[config.mk]
export PLATFORM = sky130hd
export DESIGN_NAME = quartz_period_measurement_core
export DESIGN_NICKNAME = d
export VERILOG_FILES = /design/src/core/qpm_pkg.sv /design/src/core/result_if.sv /design/src/core/result_buffer.sv /design/src/core/quartz_period_measurement_core.sv
export SDC_FILE = /design/constraint.sdc
export NUM_CORES = 2
export LEC_CHECK = 0
export BUFFER_PORTS_ARGS = -buffer_cell sky130_fd_sc_hd__buf_2
export CAP_MARGIN = 20
export CORE_MARGIN = 2
export CORE_UTILIZATION = 54
export CTS_CLUSTER_SIZE = 16
export DETAILED_ROUTE_END_ITERATION = 16
export MAX_ROUTING_LAYER = met4
export PLACE_DENSITY = 0.73
export SLEW_MARGIN = 15
export SYNTH_ARGS = -nofsm -noshare
export SYNTH_HDL_FRONTEND = slang
export SYNTH_HIERARCHICAL = 1
export SYNTH_SLANG_ARGS = --single-unit
export TNS_END_PERCENT = 1
[constraint.sdc]
create_clock -name sys_clk_i -period 5.2 [get_ports sys_clk_i]
set_input_delay 0.78 -clock sys_clk_i [delete_from_list [all_inputs] [get_ports sys_clk_i]]
set_output_delay 0.78 -clock sys_clk_i [all_outputs]
set_load 0.02 [all_outputs]
[src/core/qpm_pkg.sv]
`default_nettype none
package qpm_pkg;

  // ==========================================================
  // timing
  localparam int unsigned CLK_HZ          = 50_000_000;
  localparam int unsigned WIN_STEP_US     = 1000;
  localparam int unsigned TICK_CYCLES_DEF = CLK_HZ / 1_000_000 * WIN_STEP_US;
  localparam int unsigned TICK_W          = 16;

  // ==========================================================
  // window and counter widths
  localparam int unsigned     WIN_W      = 19;
  localparam logic [WIN_W-1:0] WIN_MIN_MS = 19'h00001;
  localparam logic [WIN_W-1:0] WIN_MAX_MS = 19'h41EB0;
  localparam int unsigned     REF_W      = 36;
  localparam int unsigned     CYC_W      = 36;
  localparam int unsigned     FRAC_STD   = 8;
  localparam int unsigned     FRAC_HI    = 16;
  localparam int unsigned     DVD_W      = REF_W + FRAC_HI;
  localparam int unsigned     PER_W      = DVD_W;
  localparam int unsigned     DCNT_W     = 6;
  localparam logic [DCNT_W-1:0] DIV_STEPS = 6'h34;
  localparam int unsigned     NCH        = 2;
  localparam int unsigned     CH_T       = 0;
  localparam int unsigned     CH_P       = 1;

  // ==========================================================
  // types
  typedef enum logic [2:0] {
    OP_PRESS = 3'b000,
    OP_TEMP  = 3'b001,
    OP_PPER  = 3'b010,
    OP_TPER  = 3'b011,
    OP_STOP  = 3'b100,
    OP_READ  = 3'b101
  } cmd_op_t;

  typedef enum logic [1:0] {
    SAMP_SINGLE = 2'b00,
    SAMP_CONT   = 2'b01,
    SAMP_HOLD   = 2'b10
  } samp_t;

  typedef enum logic [1:0] {
    INT_SEQ    = 2'b00,
    INT_SIMUL  = 2'b01,
    INT_SEQSIM = 2'b10
  } integ_t;

  typedef enum logic [1:0] {
    CH_IDLE  = 2'b00,
    CH_ARM   = 2'b01,
    CH_GATE  = 2'b10,
    CH_CLOSE = 2'b11
  } ch_state_t;

  typedef enum logic [2:0] {
    S_IDLE = 3'b000,
    S_MEAS = 3'b001,
    S_WAIT = 3'b010,
    S_DIV  = 3'b011,
    S_DONE = 3'b100
  } seq_state_t;

  typedef struct packed {
    cmd_op_t            kind;
    logic               hires;
    logic [PER_W-1:0]   press_per;
    logic [PER_W-1:0]   temp_per;
  } result_t;

endpackage
`default_nettype wire

[src/core/result_if.sv]
`timescale 1ns/1ps
`default_nettype none
interface result_if;
  import qpm_pkg::*;
  logic    valid;
  logic    ready;
  result_t data;
  modport src (output valid, output data, input ready);
  modport snk (input valid, input data, output ready);
endinterface
`default_nettype wire

[src/core/result_buffer.sv]
`timescale 1ns/1ps
`default_nettype none
// two-entry buffer; head entry drives the output straight from flops
module result_buffer (
  input  wire logic sys_clk_i,
  input  wire logic reset_n_i,
  result_if.snk     in_if,
  result_if.src     out_if
);
  import qpm_pkg::*;

  result_t e0_q;
  result_t e0_d;
  result_t e1_q;
  result_t e1_d;
  logic    v0_q;
  logic    v0_d;
  logic    v1_q;
  logic    v1_d;
  logic    push;
  logic    pop;

  assign in_if.ready  = ~v1_q;
  assign out_if.valid = v0_q;
  assign out_if.data  = e0_q;
  assign push         = in_if.valid & ~v1_q;
  assign pop          = v0_q & out_if.ready;

  always_comb begin
    e0_d = e0_q;
    e1_d = e1_q;
    v0_d = v0_q;
    v1_d = v1_q;
    if (pop) begin
      if (v1_q) begin
        e0_d = e1_q;
        v1_d = 1'b0;
      end else begin
        v0_d = 1'b0;
      end
    end
    if (push) begin
      if (!v0_d) begin
        e0_d = in_if.data;
        v0_d = 1'b1;
      end else begin
        e1_d = in_if.data;
        v1_d = 1'b1;
      end
    end
  end

  always_ff @(posedge sys_clk_i or negedge reset_n_i) begin
    if (!reset_n_i) begin
      e0_q <= '0;
      e1_q <= '0;
      v0_q <= 1'b0;
      v1_q <= 1'b0;
    end else begin
      e0_q <= e0_d;
      e1_q <= e1_d;
      v0_q <= v0_d;
      v1_q <= v1_d;
    end
  end
endmodule
`default_nettype wire

[src/core/quartz_period_measurement_core.sv]
// Function
// - two square-wave inputs, pressure and temperature; their periods are measured
// - each period counted over a gated window like a frequency counter
// - window length 0.001 to 270 s in 0.001 s steps
// - pressure and temperature keep separate window settings
// - pressure request measures both periods, then delivers compensation inputs
// - temperature request measures only the temperature period
// - raw period request delivers the selected period uncompensated
// - integration mode starts a measurement per command, answers when done
// - fetch mode measures in background, answers at once with latest result
// - sequential: temperature window first, pressure window after it ends
// - simultaneous: both windows run concurrently
// - sequential simulation: concurrent windows, delivery delayed to sequential timing
// - single sampling: one result per command; dropped in integration mode while a continuous stream runs
// - continuous sampling repeats results until a stop command
// - sample-and-hold stores result; a read command returns it
// - high-resolution mode selectable by the hi_res_i input, sampled when a measurement starts
// - serial frame 8N1 is handled by the host link outside this core
`timescale 1ns/1ps
`default_nettype none
module quartz_period_measurement_core #(
  parameter int unsigned MS_TICK_CYCLES = qpm_pkg::TICK_CYCLES_DEF
) (
  input  wire logic                       sys_clk_i,
  input  wire logic                       reset_n_i,
  input  wire logic                       press_sig_i,
  input  wire logic                       temp_sig_i,
  input  wire logic [qpm_pkg::WIN_W-1:0]  press_window_ms_i,
  input  wire logic [qpm_pkg::WIN_W-1:0]  temp_window_ms_i,
  input  wire logic                       fetch_mode_select_i,
  input  wire logic                       hi_res_i,
  input  wire qpm_pkg::integ_t            integ_mode_i,
  input  wire logic                       cmd_valid_i,
  input  wire qpm_pkg::cmd_op_t           cmd_op_i,
  input  wire qpm_pkg::samp_t             cmd_samp_i,
  output logic                            cmd_ready_o,
  output logic                            res_valid_o,
  input  wire logic                       res_ready_i,
  output qpm_pkg::result_t                res_data_o,
  output logic                            hold_valid_o,
  output logic                            busy_o
);
  import qpm_pkg::*;

  // ==========================================================
  // helpers
  function automatic logic [WIN_W-1:0] clamp_win(input logic [WIN_W-1:0] w);
    if (w < WIN_MIN_MS) begin
      return WIN_MIN_MS;
    end
    if (w > WIN_MAX_MS) begin
      return WIN_MAX_MS;
    end
    return w;
  endfunction

  function automatic logic [NCH-1:0] need_of(input cmd_op_t op);
    logic [NCH-1:0] n;
    n = '0;
    n[CH_T] = (op != OP_PPER);
    n[CH_P] = (op == OP_PRESS) || (op == OP_PPER);
    return n;
  endfunction

  function automatic result_t fmt_result(input cmd_op_t op, input logic hr,
                                         input logic [PER_W-1:0] pp,
                                         input logic [PER_W-1:0] tp);
    result_t r;
    r.kind      = op;
    r.hires     = hr;
    r.press_per = ((op == OP_PRESS) || (op == OP_PPER)) ? pp : '0;
    r.temp_per  = (op != OP_PPER) ? tp : '0;
    return r;
  endfunction

  // ==========================================================
  // per-channel gated counters
  ch_state_t         ch_st_q  [NCH];
  ch_state_t         ch_st_d  [NCH];
  logic [WIN_W-1:0]  win_q    [NCH];
  logic [WIN_W-1:0]  win_d    [NCH];
  logic [WIN_W-1:0]  ms_q     [NCH];
  logic [WIN_W-1:0]  ms_d     [NCH];
  logic [TICK_W-1:0] sub_q    [NCH];
  logic [TICK_W-1:0] sub_d    [NCH];
  logic [REF_W-1:0]  ref_q    [NCH];
  logic [REF_W-1:0]  ref_d    [NCH];
  logic [CYC_W-1:0]  cyc_q    [NCH];
  logic [CYC_W-1:0]  cyc_d    [NCH];
  logic [REF_W-1:0]  cref_q   [NCH];
  logic [REF_W-1:0]  cref_d   [NCH];
  logic [CYC_W-1:0]  ccyc_q   [NCH];
  logic [CYC_W-1:0]  ccyc_d   [NCH];
  logic [NCH-1:0]    sig_q;
  logic [NCH-1:0]    sig_now;
  logic [NCH-1:0]    rise;
  logic [NCH-1:0]    done_q;
  logic [NCH-1:0]    done_d;
  logic [NCH-1:0]    start_q;
  logic [NCH-1:0]    start_d;

  assign sig_now[CH_T] = temp_sig_i;
  assign sig_now[CH_P] = press_sig_i;
  assign rise          = sig_now & ~sig_q;

  always_comb begin
    for (int c = 0; c < NCH; c++) begin
      ch_st_d[c] = ch_st_q[c];
      win_d[c]   = win_q[c];
      ms_d[c]    = ms_q[c];
      sub_d[c]   = sub_q[c];
      ref_d[c]   = ref_q[c];
      cyc_d[c]   = cyc_q[c];
      cref_d[c]  = cref_q[c];
      ccyc_d[c]  = ccyc_q[c];
      done_d[c]  = 1'b0;
      unique case (ch_st_q[c])
        CH_IDLE: begin
          if (start_q[c]) begin
            // each channel latches its own setting, clamped to the legal range
            win_d[c]   = clamp_win((c == CH_P) ? press_window_ms_i : temp_window_ms_i);
            ch_st_d[c] = CH_ARM;
          end
        end
        CH_ARM: begin
          // gate opens on an input edge so only whole input cycles are counted
          if (rise[c]) begin
            ch_st_d[c] = CH_GATE;
            ms_d[c]    = '0;
            sub_d[c]   = '0;
            ref_d[c]   = '0;
            cyc_d[c]   = '0;
          end
        end
        CH_GATE: begin
          ref_d[c] = ref_q[c] + 1'b1;
          if (rise[c]) begin
            cyc_d[c] = cyc_q[c] + 1'b1;
          end
          if (sub_q[c] == TICK_W'(MS_TICK_CYCLES - 1)) begin
            sub_d[c] = '0;
            ms_d[c]  = ms_q[c] + 1'b1;
            if ((ms_q[c] + 1'b1) == win_q[c]) begin
              ch_st_d[c] = CH_CLOSE;
            end
          end else begin
            sub_d[c] = sub_q[c] + 1'b1;
          end
        end
        CH_CLOSE: begin
          ref_d[c] = ref_q[c] + 1'b1;
          if (rise[c]) begin
            cref_d[c]  = ref_q[c] + 1'b1;
            ccyc_d[c]  = cyc_q[c] + 1'b1;
            done_d[c]  = 1'b1;
            ch_st_d[c] = CH_IDLE;
          end
        end
      endcase
    end
  end

  always_ff @(posedge sys_clk_i or negedge reset_n_i) begin
    if (!reset_n_i) begin
      sig_q  <= '0;
      done_q <= '0;
      for (int c = 0; c < NCH; c++) begin
        ch_st_q[c] <= CH_IDLE;
        win_q[c]   <= WIN_MIN_MS;
        ms_q[c]    <= '0;
        sub_q[c]   <= '0;
        ref_q[c]   <= '0;
        cyc_q[c]   <= '0;
        cref_q[c]  <= '0;
        ccyc_q[c]  <= '0;
      end
    end else begin
      sig_q  <= sig_now;
      done_q <= done_d;
      for (int c = 0; c < NCH; c++) begin
        ch_st_q[c] <= ch_st_d[c];
        win_q[c]   <= win_d[c];
        ms_q[c]    <= ms_d[c];
        sub_q[c]   <= sub_d[c];
        ref_q[c]   <= ref_d[c];
        cyc_q[c]   <= cyc_d[c];
        cref_q[c]  <= cref_d[c];
        ccyc_q[c]  <= ccyc_d[c];
      end
    end
  end

  // ==========================================================
  // sequencer, shared divider and result stores
  seq_state_t        st_q;
  seq_state_t        st_d;
  cmd_op_t           op_q;
  cmd_op_t           op_d;
  samp_t             samp_q;
  samp_t             samp_d;
  logic              cont_q;
  logic              cont_d;
  logic              bg_q;
  logic              bg_d;
  logic              hires_q;
  logic              hires_d;
  logic [NCH-1:0]    need_q;
  logic [NCH-1:0]    need_d;
  logic [NCH-1:0]    got_q;
  logic [NCH-1:0]    got_d;
  logic [TICK_W-1:0] sim_sub_q;
  logic [TICK_W-1:0] sim_sub_d;
  logic [WIN_W:0]    sim_ms_q;
  logic [WIN_W:0]    sim_ms_d;
  logic [WIN_W:0]    sim_tgt_q;
  logic [WIN_W:0]    sim_tgt_d;
  logic              div_ch_q;
  logic              div_ch_d;
  logic [DCNT_W-1:0] div_cnt_q;
  logic [DCNT_W-1:0] div_cnt_d;
  logic [DVD_W-1:0]  dvd_q;
  logic [DVD_W-1:0]  dvd_d;
  logic [CYC_W:0]    rem_q;
  logic [CYC_W:0]    rem_d;
  logic [CYC_W:0]    rem_s;
  logic [PER_W-1:0]  per_q   [NCH];
  logic [PER_W-1:0]  per_d   [NCH];
  logic [PER_W-1:0]  snap_p_q;
  logic [PER_W-1:0]  snap_p_d;
  logic [PER_W-1:0]  snap_t_q;
  logic [PER_W-1:0]  snap_t_d;
  logic              snap_hr_q;
  logic              snap_hr_d;
  result_t           hold_q;
  result_t           hold_d;
  logic              hold_v_q;
  logic              hold_v_d;
  result_t           reply_q;
  result_t           reply_d;
  logic              rpend_q;
  logic              rpend_d;
  logic              cmd_rdy_q;
  logic              cmd_rdy_d;
  logic              busy_q;
  logic              busy_d;
  logic              cmd_take;
  logic              cmd_reply;
  logic              slot_free;
  logic              go_meas;
  cmd_op_t           go_op;
  result_t           done_res;

  result_if buf_in ();
  result_if buf_out ();

  // back-pressure from the buffer stalls the sequencer in S_DONE
  assign buf_in.valid  = rpend_q;
  assign buf_in.data   = reply_q;
  assign slot_free     = ~rpend_q | buf_in.ready;
  // a command arrives as one whole word; character framing stays in the host link
  assign cmd_take      = cmd_valid_i & cmd_rdy_q;
  assign done_res      = fmt_result(op_q, hires_q, per_q[CH_P], per_q[CH_T]);
  assign buf_out.ready = res_ready_i;
  assign res_valid_o   = buf_out.valid;
  assign res_data_o    = buf_out.data;
  assign cmd_ready_o   = cmd_rdy_q;
  assign hold_valid_o  = hold_v_q;
  assign busy_o        = busy_q;

  result_buffer result_buffer_inst (
    .sys_clk_i (sys_clk_i),
    .reset_n_i (reset_n_i),
    .in_if     (buf_in),
    .out_if    (buf_out)
  );

  always_comb begin
    st_d = st_q;   op_d = op_q;   samp_d = samp_q;   cont_d = cont_q;
    bg_d = bg_q;   hires_d = hires_q;   need_d = need_q;   got_d = got_q;
    sim_sub_d = sim_sub_q;   sim_ms_d = sim_ms_q;   sim_tgt_d = sim_tgt_q;
    div_ch_d = div_ch_q;   div_cnt_d = div_cnt_q;   dvd_d = dvd_q;   rem_d = rem_q;
    per_d = per_q;   snap_p_d = snap_p_q;   snap_t_d = snap_t_q;   snap_hr_d = snap_hr_q;
    hold_d = hold_q;   hold_v_d = hold_v_q;   reply_d = reply_q;
    rpend_d = rpend_q & ~buf_in.ready;
    start_d = '0;
    go_meas = 1'b0;
    go_op = OP_PRESS;
    cmd_reply = 1'b0;
    rem_s = {rem_q[CYC_W-1:0], dvd_q[DVD_W-1]};

    if (cmd_take) begin
      if (cmd_op_i == OP_STOP) begin
        cont_d = 1'b0;
      end else if (cmd_op_i == OP_READ) begin
        reply_d   = hold_q;
        cmd_reply = 1'b1;
      end else if (fetch_mode_select_i) begin
        unique case (cmd_samp_i)
          SAMP_SINGLE: begin
            reply_d   = fmt_result(cmd_op_i, snap_hr_q, snap_p_q, snap_t_q);
            cmd_reply = 1'b1;
          end
          SAMP_CONT: begin
            op_d   = cmd_op_i;
            cont_d = 1'b1;
          end
          SAMP_HOLD: begin
            hold_d   = fmt_result(cmd_op_i, snap_hr_q, snap_p_q, snap_t_q);
            hold_v_d = 1'b1;
          end
          default: ;
        endcase
      end else if (st_q == S_IDLE) begin
        go_meas = 1'b1;
        go_op   = cmd_op_i;
        op_d    = cmd_op_i;
        samp_d  = cmd_samp_i;
        cont_d  = (cmd_samp_i == SAMP_CONT);
        bg_d    = 1'b0;
      end
      // in integration mode, measurement commands during a running continuous stream are dropped
    end
    if (cmd_reply) begin
      rpend_d = 1'b1;
    end

    unique case (st_q)
      S_IDLE: begin
        if (fetch_mode_select_i && !go_meas) begin
          go_meas = 1'b1;
          go_op   = OP_PRESS;
          bg_d    = 1'b1;
        end
      end
      S_MEAS, S_WAIT: begin
        got_d = got_q | done_q;
        if (done_q[CH_T] && need_q[CH_P] && (integ_mode_i == INT_SEQ)) begin
          start_d[CH_P] = 1'b1;
        end
        if (sim_sub_q == TICK_W'(MS_TICK_CYCLES - 1)) begin
          sim_sub_d = '0;
          sim_ms_d  = sim_ms_q + 1'b1;
        end else begin
          sim_sub_d = sim_sub_q + 1'b1;
        end
        if ((got_d & need_q) == need_q) begin
          if ((integ_mode_i == INT_SEQSIM) && (sim_ms_q < sim_tgt_q)) begin
            st_d = S_WAIT;
          end else begin
            st_d      = S_DIV;
            div_ch_d  = need_q[CH_T] ? 1'(CH_T) : 1'(CH_P);
            div_cnt_d = '0;
          end
        end
      end
      S_DIV: begin
        if (div_cnt_q == '0) begin
          dvd_d     = DVD_W'(cref_q[div_ch_q]) << (hires_q ? FRAC_HI : FRAC_STD);
          rem_d     = '0;
          div_cnt_d = DIV_STEPS;
        end else begin
          if (rem_s >= {1'b0, ccyc_q[div_ch_q]}) begin
            rem_d = rem_s - {1'b0, ccyc_q[div_ch_q]};
            dvd_d = {dvd_q[DVD_W-2:0], 1'b1};
          end else begin
            rem_d = rem_s;
            dvd_d = {dvd_q[DVD_W-2:0], 1'b0};
          end
          div_cnt_d = div_cnt_q - 1'b1;
          if (div_cnt_q == 6'h01) begin
            per_d[div_ch_q] = dvd_d;
            if ((div_ch_q == 1'(CH_T)) && need_q[CH_P]) begin
              div_ch_d = 1'(CH_P);
            end else begin
              st_d = S_DONE;
            end
          end
        end
      end
      S_DONE: begin
        if (bg_q) begin
          // both periods and the mode flag change in the same cycle
          snap_p_d  = per_q[CH_P];
          snap_t_d  = per_q[CH_T];
          snap_hr_d = hires_q;
          if (cont_q && fetch_mode_select_i) begin
            if (slot_free && !cmd_reply) begin
              reply_d = fmt_result(op_q, hires_q, per_q[CH_P], per_q[CH_T]);
              rpend_d = 1'b1;
              st_d    = S_IDLE;
            end
          end else begin
            st_d = S_IDLE;
          end
        end else if (samp_q == SAMP_HOLD) begin
          hold_d   = done_res;
          hold_v_d = 1'b1;
          st_d     = S_IDLE;
        end else if (slot_free && !cmd_reply) begin
          reply_d = done_res;
          rpend_d = 1'b1;
          st_d    = S_IDLE;
          if (cont_q) begin
            go_meas = 1'b1;
            go_op   = op_q;
          end
        end
      end
      default: begin
        st_d = S_IDLE;
      end
    endcase

    if (go_meas) begin
      st_d      = S_MEAS;
      need_d    = need_of(go_op);
      got_d     = '0;
      hires_d   = hi_res_i;
      sim_sub_d = '0;
      sim_ms_d  = '0;
      sim_tgt_d = (need_of(go_op) == 2'h3) ?
                  ({1'b0, clamp_win(temp_window_ms_i)} + {1'b0, clamp_win(press_window_ms_i)})
                  : '0;
      start_d   = need_of(go_op);
      if ((integ_mode_i == INT_SEQ) && (need_of(go_op) == 2'h3)) begin
        start_d = '0;
        start_d[CH_T] = 1'b1;
      end
    end

    busy_d    = (st_d != S_IDLE);
    cmd_rdy_d = ~rpend_d & (fetch_mode_select_i | (st_d == S_IDLE) | cont_d);
  end

  always_ff @(posedge sys_clk_i or negedge reset_n_i) begin
    if (!reset_n_i) begin
      st_q <= S_IDLE;   op_q <= OP_PRESS;   samp_q <= SAMP_SINGLE;
      cont_q <= 1'b0;   bg_q <= 1'b0;   hires_q <= 1'b0;
      need_q <= '0;   got_q <= '0;   start_q <= '0;
      sim_sub_q <= '0;   sim_ms_q <= '0;   sim_tgt_q <= '0;
      div_ch_q <= 1'b0;   div_cnt_q <= '0;   dvd_q <= '0;   rem_q <= '0;
      per_q[CH_T] <= '0;   per_q[CH_P] <= '0;
      snap_p_q <= '0;   snap_t_q <= '0;   snap_hr_q <= 1'b0;
      hold_q <= '0;   hold_v_q <= 1'b0;   reply_q <= '0;   rpend_q <= 1'b0;
      cmd_rdy_q <= 1'b0;   busy_q <= 1'b0;
    end else begin
      st_q <= st_d;   op_q <= op_d;   samp_q <= samp_d;
      cont_q <= cont_d;   bg_q <= bg_d;   hires_q <= hires_d;
      need_q <= need_d;   got_q <= got_d;   start_q <= start_d;
      sim_sub_q <= sim_sub_d;   sim_ms_q <= sim_ms_d;   sim_tgt_q <= sim_tgt_d;
      div_ch_q <= div_ch_d;   div_cnt_q <= div_cnt_d;   dvd_q <= dvd_d;   rem_q <= rem_d;
      per_q <= per_d;
      snap_p_q <= snap_p_d;   snap_t_q <= snap_t_d;   snap_hr_q <= snap_hr_d;
      hold_q <= hold_d;   hold_v_q <= hold_v_d;   reply_q <= reply_d;   rpend_q <= rpend_d;
      cmd_rdy_q <= cmd_rdy_d;   busy_q <= busy_d;
    end
  end
endmodule
`default_nettype wire

### Word-level counts from Yosys, hierarchy flattened

Cells that the tools add are included.

* bits in registers: 1219
* output and inout bits: 112
* logic and storage cells: 420

* $add $sub $neg: 13
* order comparisons: 8
* equality and inequality tests: 48
* shifts and indexed selects: 1
* mux-type cells: 210
* bitwise operators: 21
* reduce and logical (&&, ||, !) cells: 58

Operator list (count)
* 108-bit 2-to-1 mux: 22
* 36-bit 2-to-1 mux: 12
* 52-bit 2-to-1 mux: 8
* 19-bit 2-to-1 mux: 18
* 36-bit case mux with 2 select lines: 4
* 36-bit by 1-bit adder with 36-bit output, second input constant: 4
* 16-bit 2-to-1 mux: 7
* 104-bit bitwise mux: 1
* 1-bit 2-to-1 mux: 82
* 20-bit 2-to-1 mux: 4
* 19-bit case mux with 2 select lines: 2
* 3-bit 2-to-1 mux: 22
* 16-bit case mux with 2 select lines: 2
* 52-bit demux with 1-bit select: 1
* 36-bit by 5-bit << shifter with 52-bit output: 1
* 16-bit by 1-bit adder with 16-bit output, second input constant: 3
* 16-bit == test, second input constant: 3
* 19-bit by 1-bit adder with 19-bit output, second input constant: 2
* 19-bit == test: 2
* 19-bit greater-than comparator, second input constant: 2
* 19-bit by 1-bit < comparator with 1-bit output, second input constant: 2
* 37-bit by 36-bit >= comparator with 1-bit output: 1
* 36-bit subtractor: 1
* 2-bit inequality test, second input constant: 17
* other kinds (43): 136

### Depth between registers and ports, before layout

* depth in word-level cells: 20
* depth in mapped cells: 20
* mapped depth without buffers: 18

### Cells and area by module

The synthesis kept the hierarchy.

Modules (own cells, without submodules)
* quartz_period_measurement_core: times used 1, cells each 5654, area an instance 51984.9 um^2
* result_buffer: times used 1, cells each 841, area an instance 9110.0 um^2

### Worst setup path before layout

OpenSTA, ideal clock, no wires.

* path kind: reg2reg
* start point: reg div_ch_q
* end point: reg rem_q[23]
* library setup time: 0.087 ns
* arrival: 4.857 ns
* slack: 0.257 ns
* cell stages (with the launch flop): 20
* cell sequence: dfrtp_1 > clkbuf_1 > clkbuf_1 > buf_1 > buf_1 > buf_1 > mux2i_1 > ha_1 > nor2b_1 > o2111a_1 > o21ai_1 > and2_1 > a21oi_2 > o22ai_1 > o211a_1 > clkbuf_1 > buf_2 > clkbuf_1 > nand4_1 > o211ai_1

* cells in the longest elaborated chain, start to end: 7
* elaborated cells between the ends (all ways): 8

Ends and longest elaborated chain
* start: declaration: RTL line quartz_period_measurement_core.sv:217 `logic div_ch_q;`
* start signal: assignment: RTL line quartz_period_measurement_core.sv:451 `div_ch_q <= div_ch_d; div_cnt_q <= div_cnt_d; dvd_q <= dvd_d; rem_q <= rem_d;`
* 1-bit inverter with 2-bit output (implied by the code) *: RTL line quartz_period_measurement_core.sv:362, quartz_period_measurement_core.sv:363
* 36-bit 2-to-1 mux (implied by the code) * (3 in series): RTL line quartz_period_measurement_core.sv:362, quartz_period_measurement_core.sv:363
* 36-bit subtractor / 37-bit by 36-bit >= comparator with 1-bit output (equally long branches): RTL line quartz_period_measurement_core.sv:363, quartz_period_measurement_core.sv:362
* 36-bit 2-to-1 mux *: RTL line quartz_period_measurement_core.sv:362 `if (rem_s >= {1'b0, ccyc_q[div_ch_q]}) begin`
* 36-bit 2-to-1 mux *: RTL line quartz_period_measurement_core.sv:357 `if (div_cnt_q == '0) begin`
* end signal: assignment: RTL line quartz_period_measurement_core.sv:451
* end: declaration: RTL line quartz_period_measurement_core.sv:223 `logic [CYC_W:0] rem_q;`

Mark *: on every way between the ends. The rest lies on a longest branch, timed or not. The select of a mux whose other input is x is not followed.
A chain may end at the register's enable or synchronous reset.

### Final worst setup path

Same ends and word-level chain as after synthesis.

==> impl_metrics.csv <==
group,metric,value,unit
logic_synthesis,syn-num-nets,6646,
logic_synthesis,ys_seq_elements,1219,
detailed_routing,drtIter0Drc,4023,
critical_path,crit_buf_inv,0,
detailed_routing,wl_per_cell,19.4,um
critical_path,worstPathArrival,4.69,ns
timing,clock_skew,0.0244,ns
critical_path,path_cells,"mux2i_1, ha_1, nand4_1, nor3_1, o21ai_1, and2_1, a21oi_2, o22ai_1, o211a_2, nand2b_1, o211ai_1",
layout,postLayoutCellArea,67400,um2
timing,finalSetupTns,0,ns
floorplanning,initial_core_util,54.4,%
layout,multi_input_area,28600,um2
global_route,grt_max_degree,167,
detailed_routing,ant_nets,0,
clocking,cts-root-buf,"clkbuf_16",
layout,fill_cells,9329,
clocking,h-tree-depth,4,
critical_path,cpMaxStageDelayCell,"dfrtp_4",
layout,syn2layout_area_growth,10.3,%
timing,setup_ws,1.16,ns
layout,fin_cells,8016,
critical_path,slowest_delay,0.82,ns
floorplanning,die_h,340,um
logic_synthesis,syn_avg_cell_area,9.41,um2
logic_synthesis,synth_flop_cell,"dfrtp_1",
placement,dpl_cell_area,63000,um2
placement,routabilityCongestion,0.901,
clocking,numCtsBuffers,131,
critical_path,endpoint_kind,"register",
timing,tightest_slew,1.10,ns
power_and_ir_drop,power,34.5,mW
global_route,grt.overflow.total,0,
floorplanning,pin_count,165,
floorplanning,num_rows,123,
timing,max_slew_margin,26.8,%
logic_synthesis,yosysUniqueCellTypes,94,
layout,regArea,30500,um2
layout,drive_gt1_share,13.0,%
logic_synthesis,yosys_warnings,6,
floorplanning,fp.dieW,340,um
clocking,cts_resized,0,
critical_path,crit_fanout,37,
power_and_ir_drop,p_per_area,512,nW/um2
critical_path,required,5.85,ns
timing,maxSlewViolCount,0,
logic_synthesis,synth-edff-count,0,
timing,rsz0062_at_grt,"no",
detailed_routing,num_vias,48374,
critical_path,cp_top_family,"compound AO/OA/AOI/OAI gates",
global_route,grt_pass1_vias,46955,
power_and_ir_drop,p_leak,29.6,nW
placement,placed_cells,7783,
clocking,hold_buffers,0,
detailed_routing,via_per_inst,6.03,
timing,setup_viol,0,
global_route,grt_pass1_wl,254000,um
global_route,grt_usage,27.5,%
placement,dp_hpwl,101000,um
min_path,hold_path_class,"input pin to async pin",
clocking,cts.sink_count,1219,
logic_synthesis,yosysSeqAreaShare,49.9,%
detailed_routing,drc,0,
global_route,antenna_found_initial,1,
timing,finalCriticalPeriod,4.04,ns
timing,hold_slack,0.0400,ns
run_status,outcome,"complete, no violations",
timing,max_freq,0.247,GHz
clocking,clk_pin_slew_worst_paths,0.06,ns
placement,place_ws,0.451,ns
power_and_ir_drop,ir_drop,0.411,mV
timing,finalCritPeriodShare,77.7,%
floorplanning,core_region_area,112000,um2
detailed_routing,drt_wl_total,156000,um
layout,fin_nets,6568,
detailed_routing,dr.pass1.iters,6,
layout,fin_util,60.0,%
logic_synthesis,netlist_area,61100,um2
clocking,clockBufferDepth,3,
timing,final_hold_viol_count,0,
critical_path,critical_path_class,"register to register",
logic_synthesis,synth_cells,6495,
floorplanning,die-area,116000,um2
placement,portBuffers,164,
logic_synthesis,async_flop_share,100,%
critical_path,cp-start-kind,"register",
flow_run,drv_cap,0,
clocking,clk_latency,0.75,ns
clocking,cts_tree,"built",
clocking,post_cts_buffers,0,
-- layer usage --
metal,track usage [%],vias up,wire (um)
met5,-,-,0
met4,9.85,0,4680
met3,3.54,289,8330
met2,43.8,1543,74700
met1,36.3,23749,67800
li1,-,22793,-
-- final timing paths --
kind                                  from                            endpoint  slack (ns)  depth (start not counted)
worst max-delay path              div_ch_q                           rem_q[23]        1.16                         11
worst min-delay path             reset_n_i  result_buffer_inst/out_if.data[86]        0.04                          1
worst max register to register    div_ch_q                           rem_q[23]        1.16                         11
worst min register to register  ccyc_q[24]                          ccyc_q[24]        0.48                          2
max in group asynchronous        reset_n_i   result_buffer_inst/out_if.data[0]        3.83                          2
min in group sys_clk_i          temp_sig_i                            sig_q[0]        0.18                          1
-- worst register-to-register path, cell delays in order (launching register included) --
cell and delay (ns):
dfrtp_4 0.82, mux2i_1 0.22, ha_1 0.42, nand4_1 0.16
nor3_1 0.28, o21ai_1 0.12, and2_1 0.21, a21oi_2 0.41
o22ai_1 0.22, o211a_2 0.43, nand2b_1 0.39, o211ai_1 0.27
-- cell type report --
class / instances / share of cell area (%)
Tap cell: 1500 / 2.79
Inverter: 77 / 0.429
Sequential cell: 1219 / 45.3
Multi-Input combinational cell: 4743 / 42.5
Clock inverter: 42 / 0.802
Clock buffer: 189 / 5.68
Timing Repair Buffer: 245 / 2.56
Antenna cell: 1 / 0.00371
-- power breakdown --
| part | switching (mW) | internal (mW) |
|---|---|---|
| Sequential | 2.32 | 11.9 |
| Clock | 3.91 | 5.58 |
| Combinational | 6.58 | 4.20 |
-- synth_stat cells, types with 30 or more instances --
cell / number / area [um2]
o22ai_1: 114 / 713
inv_1: 76 / 285
dfrtp_1: 1217 / 30500
mux2_1: 42 / 473
xnor2_1: 150 / 1310
o31ai_1: 71 / 533
ha_1: 96 / 1200
nand2_1: 971 / 3640
clkbuf_1: 373 / 1400
xor2_1: 117 / 1020
o21ai_1: 38 / 190
mux2i_1: 109 / 1090
a22o_1: 36 / 315
nor3_1: 170 / 851
o21ai_0: 601 / 3010
nand2b_1: 49 / 307
nand4_1: 47 / 294
and3_1: 82 / 513
mux2_2: 330 / 3720
a21oi_1: 519 / 2600
buf_2: 36 / 180
and2_1: 30 / 188
a31oi_1: 203 / 1270
nand3_1: 226 / 1130
a21o_1: 42 / 315
buf_1: 32 / 120
nor2b_1: 33 / 206
nor2_1: 434 / 1630
-- cell families after synthesis --
kind of cell,count (synthesis),synth area share (%)
adder cells (fa/ha/maj),98,2.03
multiplexers,481,8.64
XOR/XNOR,267,3.83
AND/OR/NAND/NOR,2161,15.8
AO/OA/AOI/OAI,1736,16.2
flip-flops,1219,49.9
buffers and inverters,533,3.55
-- sequential cells by signal, indices dropped and copies added (netlist names), 52 cells and up --
register	count
per_q	104
result_buffer_inst/e1_q	108
buf_in.data	108
snap_p_q	52
result_buffer_inst/out_if.data	108
dvd_q	52
cref_q	72
cyc_q	72
snap_t_q	52
ref_q	72
ccyc_q	72
hold_q	108
-- placed cells by master (no fill, tap or decap), drive strengths merged, types with 36 or more instances in the layout --
master,count
clkbuf,189
and2,45
a22o,36
nand4,50
o21ai,639
nor3,171
buf,245
and3,82
o22ai,114
mux2,372
a31oi,203
o31ai,71
nand2b,49
a21oi,520
ha,96
nand3,227
mux2i,109
nor2,434
xor2,117
inv,83
xnor2,150
a21o,42
dfrtp,1217
nand2,972
Note: power is estimated with default switching activity, not from simulation.
